[src/rtl/ppsb_pkg.sv]
// Package for the port power status bank: offsets, bit positions, types.
// Assumes an 8-bit register port decoded by the serial bus engine upstream.
package ppsb_pkg;

    // Register offsets on the register port.
    localparam logic [7:0] PPSB_OFS_PIN_EMU = 8'h0F;
    localparam logic [7:0] PPSB_OFS_FAULT = 8'h10;
    localparam logic [7:0] PPSB_OFS_EVENT = 8'h11;
    localparam logic [7:0] PPSB_OFS_PROFILE = 8'h12;
    localparam logic [7:0] PPSB_UNMAPPED_DATA = 8'h00;

    // Field positions in fault_status.
    localparam int PPSB_ERR_BIT = 7;
    localparam int PPSB_RST_BIT = 5;

    // Live fault vector order: discharge, keep-out, thermal shutdown,
    // source overvoltage, reverse voltage, overcurrent.
    localparam int PPSB_NFAULT = 6;
    localparam logic [PPSB_NFAULT-1:0] PPSB_NO_FAULT = 6'h00;

    // Idle step code and reset flag value.
    localparam logic [1:0] PPSB_STEP_NONE = 2'h0;
    localparam logic PPSB_RST_FLAG_INIT = 1'b1;

    // Budget response code that selects a host interrupt.
    localparam logic [1:0] PPSB_BUDGET_RESP_IRQ = 2'h0;

    // Back-voltage margin, applied by the analog comparator.
    localparam int PPSB_REVERSE_VOLTAGE_FLAG_MV = 150;

    // Error handling states.
    typedef enum logic [0:0] {
        PPSB_ST_ACTIVE = 1'b0,
        PPSB_ST_ERROR = 1'b1
    } ppsb_state_t;

    // One register port access, valid for one cycle.
    typedef struct packed {
        logic rd;
        logic wr;
        logic [7:0] addr;
        logic [7:0] wdata;
    } ppsb_req_t;

    // Accepted profile indication bundle.
    typedef struct packed {
        logic handshake_absent;
        logic user_profile_accepted;
        logic dcp;
        logic cdp;
        logic passthrough_flag;
    } ppsb_profile_t;

endpackage

[src/rtl/ppsb_status_bank.sv]
// Port power status bank: status registers, fault/error handling, pin drive.
// Assumes analog comparators and pins arrive asynchronously and emulation
// engine events arrive as one-cycle pulses on this clock.
`timescale 1ns/1ps

module ppsb_status_bank
    import ppsb_pkg::*;
(
    // Clock and reset.
    input wire logic clk_i,
    input wire logic rst_i,
    // Register port.
    input wire ppsb_req_t req_i,
    output logic [7:0] rdata_o,
    // Asynchronous comparator levels.
    input wire logic ibus_over_chg_i,
    input wire logic ibus_overcurrent_flag_i,
    input wire logic ibus_over_r2min_i,
    input wire logic vbus_over_supply_i,
    input wire logic discharge_fail_i,
    input wire logic vbus_keepout_i,
    input wire logic thermal_shutdown_i,
    input wire logic source_overvoltage_i,
    input wire logic thermal_reg_i,
    input wire logic low_current_i,
    input wire logic source_uvlo_i,
    input wire logic power_enable_control_i,
    input wire logic first_mode_select_i,
    // Open-drain pin readback.
    input wire logic alert_pin_i,
    input wire logic plug_detect_pin_i,
    // Same-clock controls and events.
    input wire logic auto_recovery_i,
    input wire logic alert_mask_i,
    input wire logic alert_link_i,
    input wire logic budget_enable_i,
    input wire logic budget_clear_i,
    input wire logic [1:0] budget_response_select_i,
    input wire logic budget_reached_i,
    input wire logic attach_event_i,
    input wire logic removal_event_i,
    input wire logic emulation_running_i,
    input wire logic [1:0] stimulus_step_i,
    input wire logic dce_cycle_i,
    input wire logic profile_applied_i,
    input wire logic profile_end_nohs_i,
    input wire logic new_mode_i,
    input wire logic passthrough_mode_i,
    input wire logic user_accept_i,
    input wire logic dcp_accept_i,
    input wire logic cdp_accept_i,
    input wire logic dedicated_switch_setting_i,
    input wire logic custom_switch_setting_i,
    input wire logic custom_constant_limit_i,
    // Pins and control outputs.
    output logic alert_o,
    output logic alert_oe_n_o,
    output logic plug_detect_output_o,
    output logic plug_detect_oe_n_o,
    output logic error_state_o,
    output logic power_switch_off_o,
    output logic data_switch_closed_o,
    output logic constant_limit_o
);

    localparam int NSYNC = 15;

    logic [NSYNC-1:0] sync1_reg;
    logic [NSYNC-1:0] sync2_reg;
    logic [NSYNC-1:0] async_in;
    logic chg_s, ilim_s, r2_s, bv_s, dis_s, keep_s, tsd_s, ov_s;
    logic thermal_throttle_flag_s, low_s, uvlo_s, pe_s, m1_s, alert_low_s, plug_low_s;
    logic [PPSB_NFAULT-1:0] live_flt;
    logic [PPSB_NFAULT-1:0] flt_reg;
    logic err_reg, rst_flag_reg, pe_q_reg, m1_q_reg;
    logic budget_reg, thermal_throttle_flag_reg, low_reg, rem_reg, att_reg;
    logic plug_reg, pt_arm_reg;
    ppsb_profile_t prof_reg;
    ppsb_state_t state_reg;
    logic rd_fault, rd_event, wr_err_clr, err_clr, err_set, pe_toggle;
    logic prof_clr, alert_next;

    assign async_in = {ibus_over_chg_i, ibus_overcurrent_flag_i, ibus_over_r2min_i,
        vbus_over_supply_i, discharge_fail_i, vbus_keepout_i,
        thermal_shutdown_i, source_overvoltage_i, thermal_reg_i,
        low_current_i, source_uvlo_i, power_enable_control_i,
        first_mode_select_i, ~alert_pin_i, ~plug_detect_pin_i};

    // Every external level passes two flops before use.
    always_ff @(posedge clk_i) begin
        if (rst_i) begin
            sync1_reg <= '0;
            sync2_reg <= '0;
        end else begin
            sync1_reg <= async_in;
            sync2_reg <= sync1_reg;
        end
    end

    assign {chg_s, ilim_s, r2_s, bv_s, dis_s, keep_s, tsd_s, ov_s, thermal_throttle_flag_s,
        low_s, uvlo_s, pe_s, m1_s, alert_low_s, plug_low_s} = sync2_reg;

    // The comparator itself applies the 150 mV margin on reverse voltage.
    assign live_flt = {dis_s, keep_s, tsd_s, ov_s, bv_s,
        ilim_s & r2_s};

    assign rd_fault = req_i.rd && req_i.addr == PPSB_OFS_FAULT;
    assign rd_event = req_i.rd && req_i.addr == PPSB_OFS_EVENT;
    assign wr_err_clr = req_i.wr && req_i.addr == PPSB_OFS_FAULT &&
        !req_i.wdata[PPSB_ERR_BIT];
    assign pe_toggle = pe_s != pe_q_reg;
    assign err_clr = wr_err_clr || !pe_s ||
        (auto_recovery_i && live_flt == PPSB_NO_FAULT);
    // A fault still present re-raises the error bit, so a clear write loses.
    assign err_set = live_flt != PPSB_NO_FAULT;

    always_ff @(posedge clk_i) begin
        if (rst_i) begin
            pe_q_reg <= 1'b0;
            m1_q_reg <= 1'b0;
        end else begin
            pe_q_reg <= pe_s;
            m1_q_reg <= m1_s;
        end
    end

    // A live fault wins over a read or an error clear in the same cycle.
    always_ff @(posedge clk_i) begin
        if (rst_i) begin
            flt_reg <= PPSB_NO_FAULT;
        end else begin
            flt_reg <= live_flt | (flt_reg & ~({PPSB_NFAULT{rd_fault}} &
                ~live_flt) & ~{PPSB_NFAULT{err_clr && !err_set}});
        end
    end

    always_ff @(posedge clk_i) begin
        if (rst_i) begin
            err_reg <= 1'b0;
        end else if (err_set) begin
            err_reg <= 1'b1;
        end else if (err_clr) begin
            err_reg <= 1'b0;
        end
    end

    // Error is left only once the error, reset and every fault bit are clear.
    always_ff @(posedge clk_i) begin
        if (rst_i) begin
            state_reg <= PPSB_ST_ACTIVE;
        end else begin
            unique case (state_reg)
                PPSB_ST_ACTIVE: begin
                    if (err_set) begin
                        state_reg <= PPSB_ST_ERROR;
                    end
                end
                PPSB_ST_ERROR: begin
                    if (!(err_reg || rst_flag_reg || |flt_reg)) begin
                        state_reg <= PPSB_ST_ACTIVE;
                    end
                end
            endcase
        end
    end

    always_ff @(posedge clk_i) begin
        if (rst_i) begin
            rst_flag_reg <= PPSB_RST_FLAG_INIT;
        end else if (rd_fault || pe_toggle) begin
            rst_flag_reg <= 1'b0;
        end
    end

    always_ff @(posedge clk_i) begin
        if (rst_i) begin
            budget_reg <= 1'b0;
        end else if (budget_reached_i) begin
            budget_reg <= 1'b1;
        end else if (rd_event || budget_clear_i || !budget_enable_i) begin
            budget_reg <= 1'b0;
        end
    end

    // Event flags: the set wins over a read in the same cycle.
    always_ff @(posedge clk_i) begin
        if (rst_i) begin
            thermal_throttle_flag_reg <= 1'b0;
            low_reg <= 1'b0;
            rem_reg <= 1'b0;
            att_reg <= 1'b0;
        end else begin
            thermal_throttle_flag_reg <= thermal_throttle_flag_s || (thermal_throttle_flag_reg && !rd_event);
            low_reg <= low_s || (low_reg && !rd_event);
            rem_reg <= removal_event_i || (rem_reg && !rd_event);
            att_reg <= attach_event_i || (att_reg && !rd_event);
        end
    end

    always_ff @(posedge clk_i) begin
        if (rst_i) begin
            plug_reg <= 1'b0;
        end else if (attach_event_i) begin
            plug_reg <= 1'b1;
        end else if (removal_event_i) begin
            plug_reg <= 1'b0;
        end
    end

    // Pass-through stays disarmed after removal until the mode changes.
    always_ff @(posedge clk_i) begin
        if (rst_i) begin
            pt_arm_reg <= 1'b1;
        end else if (new_mode_i || m1_s != m1_q_reg) begin
            pt_arm_reg <= 1'b1;
        end else if (removal_event_i) begin
            pt_arm_reg <= 1'b0;
        end
    end

    assign prof_clr = !pe_s || new_mode_i || removal_event_i;

    always_ff @(posedge clk_i) begin
        if (rst_i) begin
            prof_reg <= '0;
        end else begin
            if (user_accept_i) begin
                prof_reg.user_profile_accepted <= 1'b1;
            end else if (prof_clr) begin
                prof_reg.user_profile_accepted <= 1'b0;
            end
            if (dcp_accept_i) begin
                prof_reg.dcp <= 1'b1;
            end else if (prof_clr) begin
                prof_reg.dcp <= 1'b0;
            end
            if (cdp_accept_i) begin
                prof_reg.cdp <= 1'b1;
            end else if (prof_clr) begin
                prof_reg.cdp <= 1'b0;
            end
            if (passthrough_mode_i && pt_arm_reg && !prof_clr) begin
                prof_reg.passthrough_flag <= 1'b1;
            end else if (prof_clr) begin
                prof_reg.passthrough_flag <= 1'b0;
            end
        end
    end

    // Any accepted profile outranks the no-handshake indication.
    always_ff @(posedge clk_i) begin
        if (rst_i) begin
            prof_reg.handshake_absent <= 1'b0;
        end else if (user_accept_i || dcp_accept_i || cdp_accept_i ||
                prof_reg.user_profile_accepted || prof_reg.dcp ||
                prof_reg.cdp || prof_reg.passthrough_flag) begin
            prof_reg.handshake_absent <= 1'b0;
        end else if (dce_cycle_i && profile_end_nohs_i) begin
            prof_reg.handshake_absent <= 1'b1;
        end else if (profile_applied_i) begin
            prof_reg.handshake_absent <= 1'b0;
        end
    end

    // Reset, unplug, plug-in and profile bits never feed the alert.
    assign alert_next = !alert_mask_i && (flt_reg != PPSB_NO_FAULT ||
        (budget_reg &&
         budget_response_select_i == PPSB_BUDGET_RESP_IRQ) ||
        (alert_link_i && (thermal_throttle_flag_reg || low_reg)));

    always_ff @(posedge clk_i) begin
        if (rst_i) begin
            alert_oe_n_o <= 1'b1;
            plug_detect_oe_n_o <= 1'b1;
        end else begin
            alert_oe_n_o <= !alert_next;
            plug_detect_oe_n_o <= !plug_reg;
        end
    end

    assign alert_o = 1'b0;
    assign plug_detect_output_o = 1'b0;

    always_ff @(posedge clk_i) begin
        if (rst_i) begin
            error_state_o <= 1'b0;
            power_switch_off_o <= 1'b1;
            data_switch_closed_o <= 1'b0;
            constant_limit_o <= 1'b0;
        end else begin
            error_state_o <= state_reg == PPSB_ST_ERROR;
            power_switch_off_o <= uvlo_s ||
                state_reg == PPSB_ST_ERROR;
            if (prof_reg.user_profile_accepted) begin
                data_switch_closed_o <= custom_switch_setting_i;
                constant_limit_o <= custom_constant_limit_i;
            end else if (prof_reg.dcp) begin
                data_switch_closed_o <= dedicated_switch_setting_i;
                constant_limit_o <= 1'b1;
            end else begin
                data_switch_closed_o <= prof_reg.cdp ||
                    prof_reg.passthrough_flag;
                constant_limit_o <= 1'b0;
            end
        end
    end

    // Reads return the value before any clear-on-read takes effect.
    always_ff @(posedge clk_i) begin
        if (rst_i) begin
            rdata_o <= PPSB_UNMAPPED_DATA;
        end else if (req_i.rd) begin
            unique case (req_i.addr)
                PPSB_OFS_PIN_EMU: rdata_o <= {2'b00, alert_low_s,
                    plug_low_s, chg_s, emulation_running_i,
                    emulation_running_i ? stimulus_step_i :
                    PPSB_STEP_NONE};
                PPSB_OFS_FAULT: rdata_o <= {err_reg, flt_reg[5],
                    rst_flag_reg, flt_reg[4:0]};
                PPSB_OFS_EVENT: rdata_o <= {budget_reg, 2'b00, ilim_s,
                    thermal_throttle_flag_reg, low_reg, rem_reg, att_reg};
                PPSB_OFS_PROFILE: rdata_o <= {prof_reg.handshake_absent,
                    2'b00, uvlo_s, prof_reg.user_profile_accepted,
                    prof_reg.dcp, prof_reg.cdp,
                    prof_reg.passthrough_flag};
                default: rdata_o <= PPSB_UNMAPPED_DATA;
            endcase
        end
    end
endmodule

[config.mk]
export PLATFORM = sky130hd
export DESIGN_NAME = ppsb_status_bank
export DESIGN_NICKNAME = d
export VERILOG_FILES = /design/src/rtl/ppsb_pkg.sv /design/src/rtl/ppsb_status_bank.sv
export SDC_FILE = /design/constraint.sdc
export NUM_CORES = 1
export LEC_CHECK = 0
export BUFFER_PORTS_ARGS = -buffer_cell sky130_fd_sc_hd__buf_2
export CORE_ASPECT_RATIO = 1.2
export CORE_MARGIN = 2
export CORE_UTILIZATION = 40
export CTS_CLUSTER_DIAMETER = 200
export DETAILED_ROUTE_END_ITERATION = 10
export GPL_TIMING_DRIVEN = 1
export PLACE_DENSITY = 0.66
export SYNTH_ARGS = -nofsm -noshare
export SYNTH_HDL_FRONTEND = slang
export SYNTH_SLANG_ARGS = --single-unit
[constraint.sdc]
create_clock -name clk_i -period 2.4 [get_ports clk_i]
set_clock_uncertainty 0.1 [all_clocks]
set_input_delay 0 -clock clk_i [delete_from_list [all_inputs] [get_ports clk_i]]
set_output_delay 0 -clock clk_i [all_outputs]
set_load 0.02 [all_outputs]
==> results of run 1 <==
## layer usage
layer / up-vias / wire (um) / global-route usage [%] / share of wire (%)
met2: 71 / 2360 / 26.9 / 47
met5: - / 0 / 0 / 0
met1: 871 / 2320 / 20.6 / 46
li1: 1036 / - / - / -
met3: 9 / 297 / 3.34 / 5.9
met4: 0 / 94 / 11.6 / 1.9
## cell families (layout without fill, tap and decap cells)
group / count (synthesis) / after routing
AOI/OAI and AO/OA: 43 / 43
buffers and inverters: 24 / 129
and+or+nand+nor: 102 / 102
other: 1 / 2
DFF: 66 / 66
muxes: 7 / 7
xor gates and xnor gates: 2 / 2
## power groups by stage
stage | Clock (uW) | Sequential [uW] | Combinational (uW)
final | 1010 | 1170 | 221
after global routing | 1090 | 1180 | 245
after CTS | 1030 | 1170 | 221
after detailed placement | 0 | 1200 | 172
after global placement | 0 | 1200 | 169
after floorplan | 0 | 1200 | 101
## critical path: cells and delay by family
kind            cells  cell delay [ps]
compound gates      1              140
buf+inv             3             1220
simple gates        3             1050
## final cells by class
class / count / area [um^2]
Fill cell: 484 / 2330
Timing Repair Buffer: 103 / 718
Clock buffer: 13 / 159
Clock inverter: 2 / 60.1
Tap cell: 80 / 100
Inverter: 11 / 41.3
Multi-Input combinational cell: 156 / 942
Sequential cell: 66 / 1320
## cell usage in the layout (no fill, tap or decap), types with 3 or more instances in the layout
cell type,count
sky130_fd_sc_hd__dfxtp_1,66
sky130_fd_sc_hd__buf_2,62
sky130_fd_sc_hd__dlygate4sd3_1,40
sky130_fd_sc_hd__nor2b_1,35
sky130_fd_sc_hd__nor2_1,20
sky130_fd_sc_hd__nand2_1,13
sky130_fd_sc_hd__a21oi_1,11
sky130_fd_sc_hd__o21ai_0,11
sky130_fd_sc_hd__inv_1,11
sky130_fd_sc_hd__clkbuf_8,11
sky130_fd_sc_hd__nand2b_1,10
sky130_fd_sc_hd__nand4_1,6
sky130_fd_sc_hd__mux2i_1,6
sky130_fd_sc_hd__o22ai_1,6
sky130_fd_sc_hd__nor3_1,5
sky130_fd_sc_hd__o2bb2ai_1,3
sky130_fd_sc_hd__a32oi_1,3
sky130_fd_sc_hd__nor4_1,3
## Yosys cell counts (2+ instances only)
library cell | n | area (um^2)
sky130_fd_sc_hd__o22ai_1 | 6 | 37.5
sky130_fd_sc_hd__or3_1 | 2 | 12.5
sky130_fd_sc_hd__nor3_1 | 5 | 25.0
sky130_fd_sc_hd__nor4_1 | 3 | 18.8
sky130_fd_sc_hd__nor3b_1 | 2 | 15.0
sky130_fd_sc_hd__a221oi_1 | 2 | 17.5
sky130_fd_sc_hd__dfxtp_1 | 66 | 1320
sky130_fd_sc_hd__a21oi_1 | 11 | 55.1
sky130_fd_sc_hd__mux2i_1 | 6 | 60.1
sky130_fd_sc_hd__clkbuf_1 | 9 | 33.8
sky130_fd_sc_hd__o21ai_0 | 11 | 55.1
sky130_fd_sc_hd__inv_1 | 11 | 41.3
sky130_fd_sc_hd__a32oi_1 | 3 | 26.3
sky130_fd_sc_hd__nor2_1 | 20 | 75.1
sky130_fd_sc_hd__nor2b_1 | 35 | 219
sky130_fd_sc_hd__buf_4 | 2 | 15.0
sky130_fd_sc_hd__nand2_1 | 13 | 48.8
sky130_fd_sc_hd__o2bb2ai_1 | 3 | 26.3
sky130_fd_sc_hd__nand4_1 | 6 | 37.5
sky130_fd_sc_hd__nand2b_1 | 10 | 62.6
## worst paths after layout
| kind | from | end | slack (ps) | cells after the start |
|---|---|---|---|---|
| setup reg to reg | flt_reg[2] | alert_oe_n_o | 430 | 4 |
| hold / removal | req_i[10] | rst_flag_reg | 20 | 4 |
| setup / recovery | req_i[14] | budget_reg | 110 | 7 |
| hold reg to reg | plug_reg | plug_detect_oe_n_o | 300 | 1 |
## repair_timing
item	in CTS	in global routing
hold endpoints to repair	34	0
hold buffers	40	0
resized for setup	0	0
## metrics by stage
| stage | utilization (%) | area, um^2 | cells | worst slack, ps |
|---|---|---|---|---|
| after floorplan | - | 2370 | 246 | 956 |
| after global placement | 48.0 | 2720 | 376 | 804 |
| after detailed placement | 48.0 | 2720 | 376 | 788 |
| after CTS | 59.0 | 3340 | 431 | 149 |
| after global routing | 59.0 | 3340 | 431 | 66.5 |
| final | 59.0 | 3340 | 431 | 113 |
==> results.json, run 1 <==
{
  "yosys.area_share.simple_pct": 23.9,
  "netSwitchingPower_uw": 501,
  "cts.root.buffer_cell": "sky130_fd_sc_hd__clkbuf_8",
  "synth-edff-count": 0,
  "report.power.total_uw": 2410,
  "grt_residual_overflow": 0,
  "post_synth_xor_area_fraction_pct": 0.742,
  "global_routing_usage_summed_across_all_routing_layers_pct": 17.0,
  "grt_max_degree": 54,
  "setup.worst_path.class": "in2reg",
  "cts.clk_slew.worst_paths_ps": 60,
  "critPathCaptureType": "register",
  "detail_route.drc_violations": 0,
  "clock_sink_count": 66,
  "port_buffers": 62,
  "worst_ep_arrival_time_ps": 2410,
  "synth_flop_cell": "sky130_fd_sc_hd__dfxtp_1",
  "drive_gt1_share_pct": 22.8,
  "vias_per_cell": 4.61,
  "design.portCount": 75,
  "min_period_over_period_pct": 95.3,
  "die_h_um": 88.2,
  "synth.area.mux_share_pct": 3.02,
  "dp.final_hpwl_um": 3360,
  "cp_data_required_time_ps": 2520,
  "synth-warning-count": 2,
  "setup-tns-final_ps": 0,
  "min_path_type": "in2reg",
  "post-cts-setup-buffer-count": 0,
  "synth_fa_ha_area_share_pct": 0,
  "ys_seq_elements": 66,
  "fp.dieW_um": 74.2,
  "clock.fmax_mhz": 437,
  "outcome": "finished, final reports clean",
  "final_max_slew_viol_count": 0,
  "numCtsBuffers": 9,
  "seqPwrFrac_pct": 48.7,
  "antenna_found_initial": 0,
  "tightestPinTransition_ps": 836,
  "design_internal_power_uw": 1910,
  "hold_vio_cnt_final": 0,
  "totalWireLength_um": 5070,
  "gpl.final_weighted_congestion": 0.826,
  "grt_setup_unrepaired": "false",
  "timing.max_slew.rel_slack_pct": 44.3,
  "num_vias": 1987,
  "timing.hold.ws_ps": 20.9,
  "final_setup_violation_count": 0,
  "max-clock-path-buffers": 2,
  "main_combinational_cell_family_by_area_after_synthesis": "simple AND/OR/NAND/NOR gates",
  "synth_cell_type_count": 39,
  "worstPathCellList": "dlygate4sd3_1 > buf_2 > or3_1 > or4_4 > a21oi_1 > dlygate4sd3_1 > nor2_1",
  "power.share.switching_pct": 20.8,
  "num-nets-final": 406,
  "synth.avg_cell_area_um2": 9.64,
  "cpMostUsedCell": "sky130_fd_sc_hd__dlygate4sd3_1",
  "cp_slowest_cell": "sky130_fd_sc_hd__or4_4",
  "critical_path_peak_fanout": 7,
  "synth-seq-area-share_pct": 55.9,
  "core-area_um2": 5670,
  "clk-insertion-delay-late_ps": 330,
  "clock_tree.htree_level_count": 3,
  "cellLeakagePower_uw": 0.00139,
  "routed_wire_length_per_instance_um": 11.8,
  "initial_utilization_pct": 41.7,
  "synth_compound_area_share_pct": 11.9,
  "clock_power_share_pct": 42.1,
  "grt_pass1_vias": 1848,
  "postSynth.asyncResetShare_pct": 0,
  "number_of_nets_with_antenna_violations_after_detailed_routing": 0,
  "floorplan.die_area_um2": 6540,
  "detailedRoute.firstPassIterationCount": 4,
  "worst_path_largest_cell_delay_ps": 570,
  "synthesis.instances": 245,
  "antenna-diode-count": 0,
  "vdd_ir_drop_max_mv": 0.330,
  "detailedRoute.firstIterationViolations": 73,
  "power-per-cell-area_nw_per_um2": 720,
  "cts_tree": "built",
  "area_growth_syn_to_layout_pct": 41.5,
  "timing.max_cap.violations": 0,
  "synth_area_um2": 2360,
  "grt_first_pass_wirelength_um": 8150,
  "final_period_minus_worst_setup_slack_ps": 2290,
  "number_of_placement_rows": 30,
  "worst_setup_path_start_kind": "primary input",
  "share_comb_of_total_power_pct": 9.2
}
Power figures use the tool's default switching activity.
==> run 2: changes to the inputs <==
Settings changed: CORE_UTILIZATION 40 to 45, PLACE_DENSITY 0.66 to 0.73.
==> run 2 against run 1 <==
  * Sequential cell count unchanged
  * Register-to-register slack got worse by 90 ps
  * Wire length up 0.87%
  * Largest cell class unchanged
  * Via count grew 2.3%
  * Clock-buffer cell count down 1
  * Sequential power about the same
  * Setup slack better by 26 ps
  * Critical path type unchanged
  * First-iteration DRC count rose by 18%
  * Combinational power increased by 4%
  * Final cell count decreased by 3.5%
  * Clock power shrank 8%
==> results.json, run 2 (synthesis gave the netlist of run 1 again) <==
{
  "critPathCaptureType": "register",
  "routed_wire_length_per_instance_um": 12.3,
  "clock_power_share_pct": 39.9,
  "number_of_nets_with_antenna_violations_after_detailed_routing": 0,
  "grt_residual_overflow": 0,
  "max-clock-path-buffers": 2,
  "clock_sink_count": 66,
  "grt_max_degree": 46,
  "worst_path_largest_cell_delay_ps": 570,
  "antenna-diode-count": 0,
  "area_growth_syn_to_layout_pct": 41.9,
  "seqPwrFrac_pct": 50.2,
  "detailedRoute.firstIterationViolations": 86,
  "post-cts-setup-buffer-count": 0,
  "timing.max_cap.violations": 0,
  "totalWireLength_um": 5120,
  "final_common_cell": "sky130_fd_sc_hd__dfxtp_1",
  "hold_vio_cnt_final": 0,
  "outcome": "finished, final reports clean",
  "numCtsBuffers": 9,
  "design_internal_power_uw": 1810,
  "vdd_ir_drop_max_mv": 0.424,
  "port_buffers": 62,
  "netSwitchingPower_uw": 523,
  "detail_route.drc_violations": 0,
  "gpl.final_weighted_congestion": 0.766,
  "min_path_type": "in2reg",
  "tightestPinTransition_ps": 732,
  "num_vias": 2033,
  "final_period_minus_worst_setup_slack_ps": 2260,
  "setup-tns-final_ps": 0,
  "clk-insertion-delay-late_ps": 330,
  "core-area_um2": 5010,
  "setup.reg_to_reg.worst_slack_ps": 340,
  "vias_per_cell": 4.89,
  "cts.clk_slew.worst_paths_ps": 70,
  "power-per-cell-area_nw_per_um2": 695,
  "cpMostUsedCell": "sky130_fd_sc_hd__dlygate4sd3_1",
  "cts.root.buffer_cell": "sky130_fd_sc_hd__clkbuf_8",
  "design.portCount": 75,
  "worst_ep_arrival_time_ps": 2360,
  "setup.worst_path.class": "in2reg",
  "detailedRoute.firstPassIterationCount": 4,
  "placed_cells_incl_taps": 356,
  "critical_path_peak_fanout": 7,
  "number_of_filler_instances_in_the_final_layout": 402,
  "worstPathCellList": "dlygate4sd3_1 > buf_2 > or3_4 > or4_4 > a21oi_1 > dlygate4sd3_1 > nor2_1",
  "clock.fmax_mhz": 442,
  "min_period_over_period_pct": 94.2,
  "worst_setup_path_start_kind": "primary input",
  "grt_first_pass_wirelength_um": 8300,
  "drive_gt1_share_pct": 23.6,
  "share_comb_of_total_power_pct": 9.9,
  "grt_setup_unrepaired": "false",
  "cp_slowest_cell": "sky130_fd_sc_hd__dlygate4sd3_1",
  "global_routing_usage_summed_across_all_routing_layers_pct": 18.1,
  "cellLeakagePower_uw": 0.00139,
  "cts_tree": "built",
  "grt_pass1_vias": 1911,
  "final_setup_violation_count": 0,
  "layoutNonFillerInstCount": 416,
  "die_h_um": 83.4,
  "power.share.switching_pct": 22.4,
  "antenna_found_initial": 0,
  "timing.hold.ws_ps": 25.2,
  "fp.dieW_um": 70.1,
  "initial_utilization_pct": 47.2,
  "num-nets-final": 410,
  "cp_data_required_time_ps": 2500,
  "layout.cells.most_common_list": "sky130_fd_sc_hd__dfxtp_1, sky130_fd_sc_hd__buf_2, sky130_fd_sc_hd__dlygate4sd3_1",
  "timing.max_slew.rel_slack_pct": 51.2,
  "final_max_slew_viol_count": 0,
  "floorplan.die_area_um2": 5850,
  "number_of_placement_rows": 28,
  "clock_tree.htree_level_count": 3,
  "dp.final_hpwl_um": 3310
}
run 2: cell types whose count changed in the layout (fill, tap and decap cells not counted):
cell | before | now
sky130_fd_sc_hd__nor3_2 | 1 | 2
sky130_fd_sc_hd__clkinv_2 | 0 | 1
sky130_fd_sc_hd__bufinv_16 | 2 | 1
sky130_fd_sc_hd__dlygate4sd3_1 | 40 | 44
sky130_fd_sc_hd__or3_4 | 0 | 1
sky130_fd_sc_hd__clkinvlp_4 | 0 | 2
sky130_fd_sc_hd__or3_1 | 2 | 1
sky130_fd_sc_hd__nor3_1 | 5 | 4
sky130_fd_sc_hd__clkbuf_1 | 2 | 1
run 2: layout make-up:
type | instances | area [um^2] | area share (%)
flip-flops and latches | 66 | 1320 | 39.4
clock buffers | 12 | 155 | 4.63
repair buffers | 107 | 758 | 22.6
clock inverters | 4 | 50.0 | 1.49
multi-input cells | 156 | 952 | 28.4
inverters | 11 | 41.3 | 1.23
well taps | 60 | 75.1 | 2.24
run 2: repair_timing:
item,CTS,global route
gates resized for setup,0,2
endpoints found under the hold margin,34,0
hold buffers,44,0
endpoints found under the setup margin,0,1
run 2: layer usage:
metal  global-route usage (%)  wire length, um  vias up  share of wire [%]
met5                        0                0        -                  0
met4                     10.1              136        0                2.7
met3                     4.25              271       12                5.3
met2                     29.4             2480       74                 48
met1                     21.8             2230      898                 44
li1                         -                -     1049                  -
run 2: final timing paths:
check | startpoint | end | cells after the start
hold reg to reg | plug_reg | plug_detect_oe_n_o | 1
setup / recovery | req_i[14] | budget_reg | 7
hold / removal | req_i[12] | rdata_o[5] | 4
setup reg to reg | flt_reg[2] | alert_oe_n_o | 4
run 2: through the flow:
step / worst slack (ps) / util (%) / area [um^2] / power [uW]
6_report: 140 / 66.9 / 3350 / 2330
3_5_place_dp: 730 / 53.8 / 2700 / 1370
2_1_floorplan: 956 / - / 2370 / 1300
3_3_place_gp: 790 / 53.8 / 2700 / 1360
5_1_grt: 94.5 / 66.9 / 3350 / 2430
4_1_cts: 120 / 66.7 / 3340 / 2350
run 2: worst max-delay path: cells and delay by family:
kind,cells,cell delay [ps]
simple gates,3,970
compound gates,1,160
buf+inv,3,1230
run 2: power by group through the flow:
stage | Clock [uW] | Sequential [uW] | Combinational (uW)
2_1_floorplan | 0 | 1200 | 101
3_3_place_gp | 0 | 1190 | 169
3_5_place_dp | 0 | 1190 | 173
4_1_cts | 954 | 1170 | 226
5_1_grt | 1000 | 1170 | 253
6_report | 930 | 1170 | 230
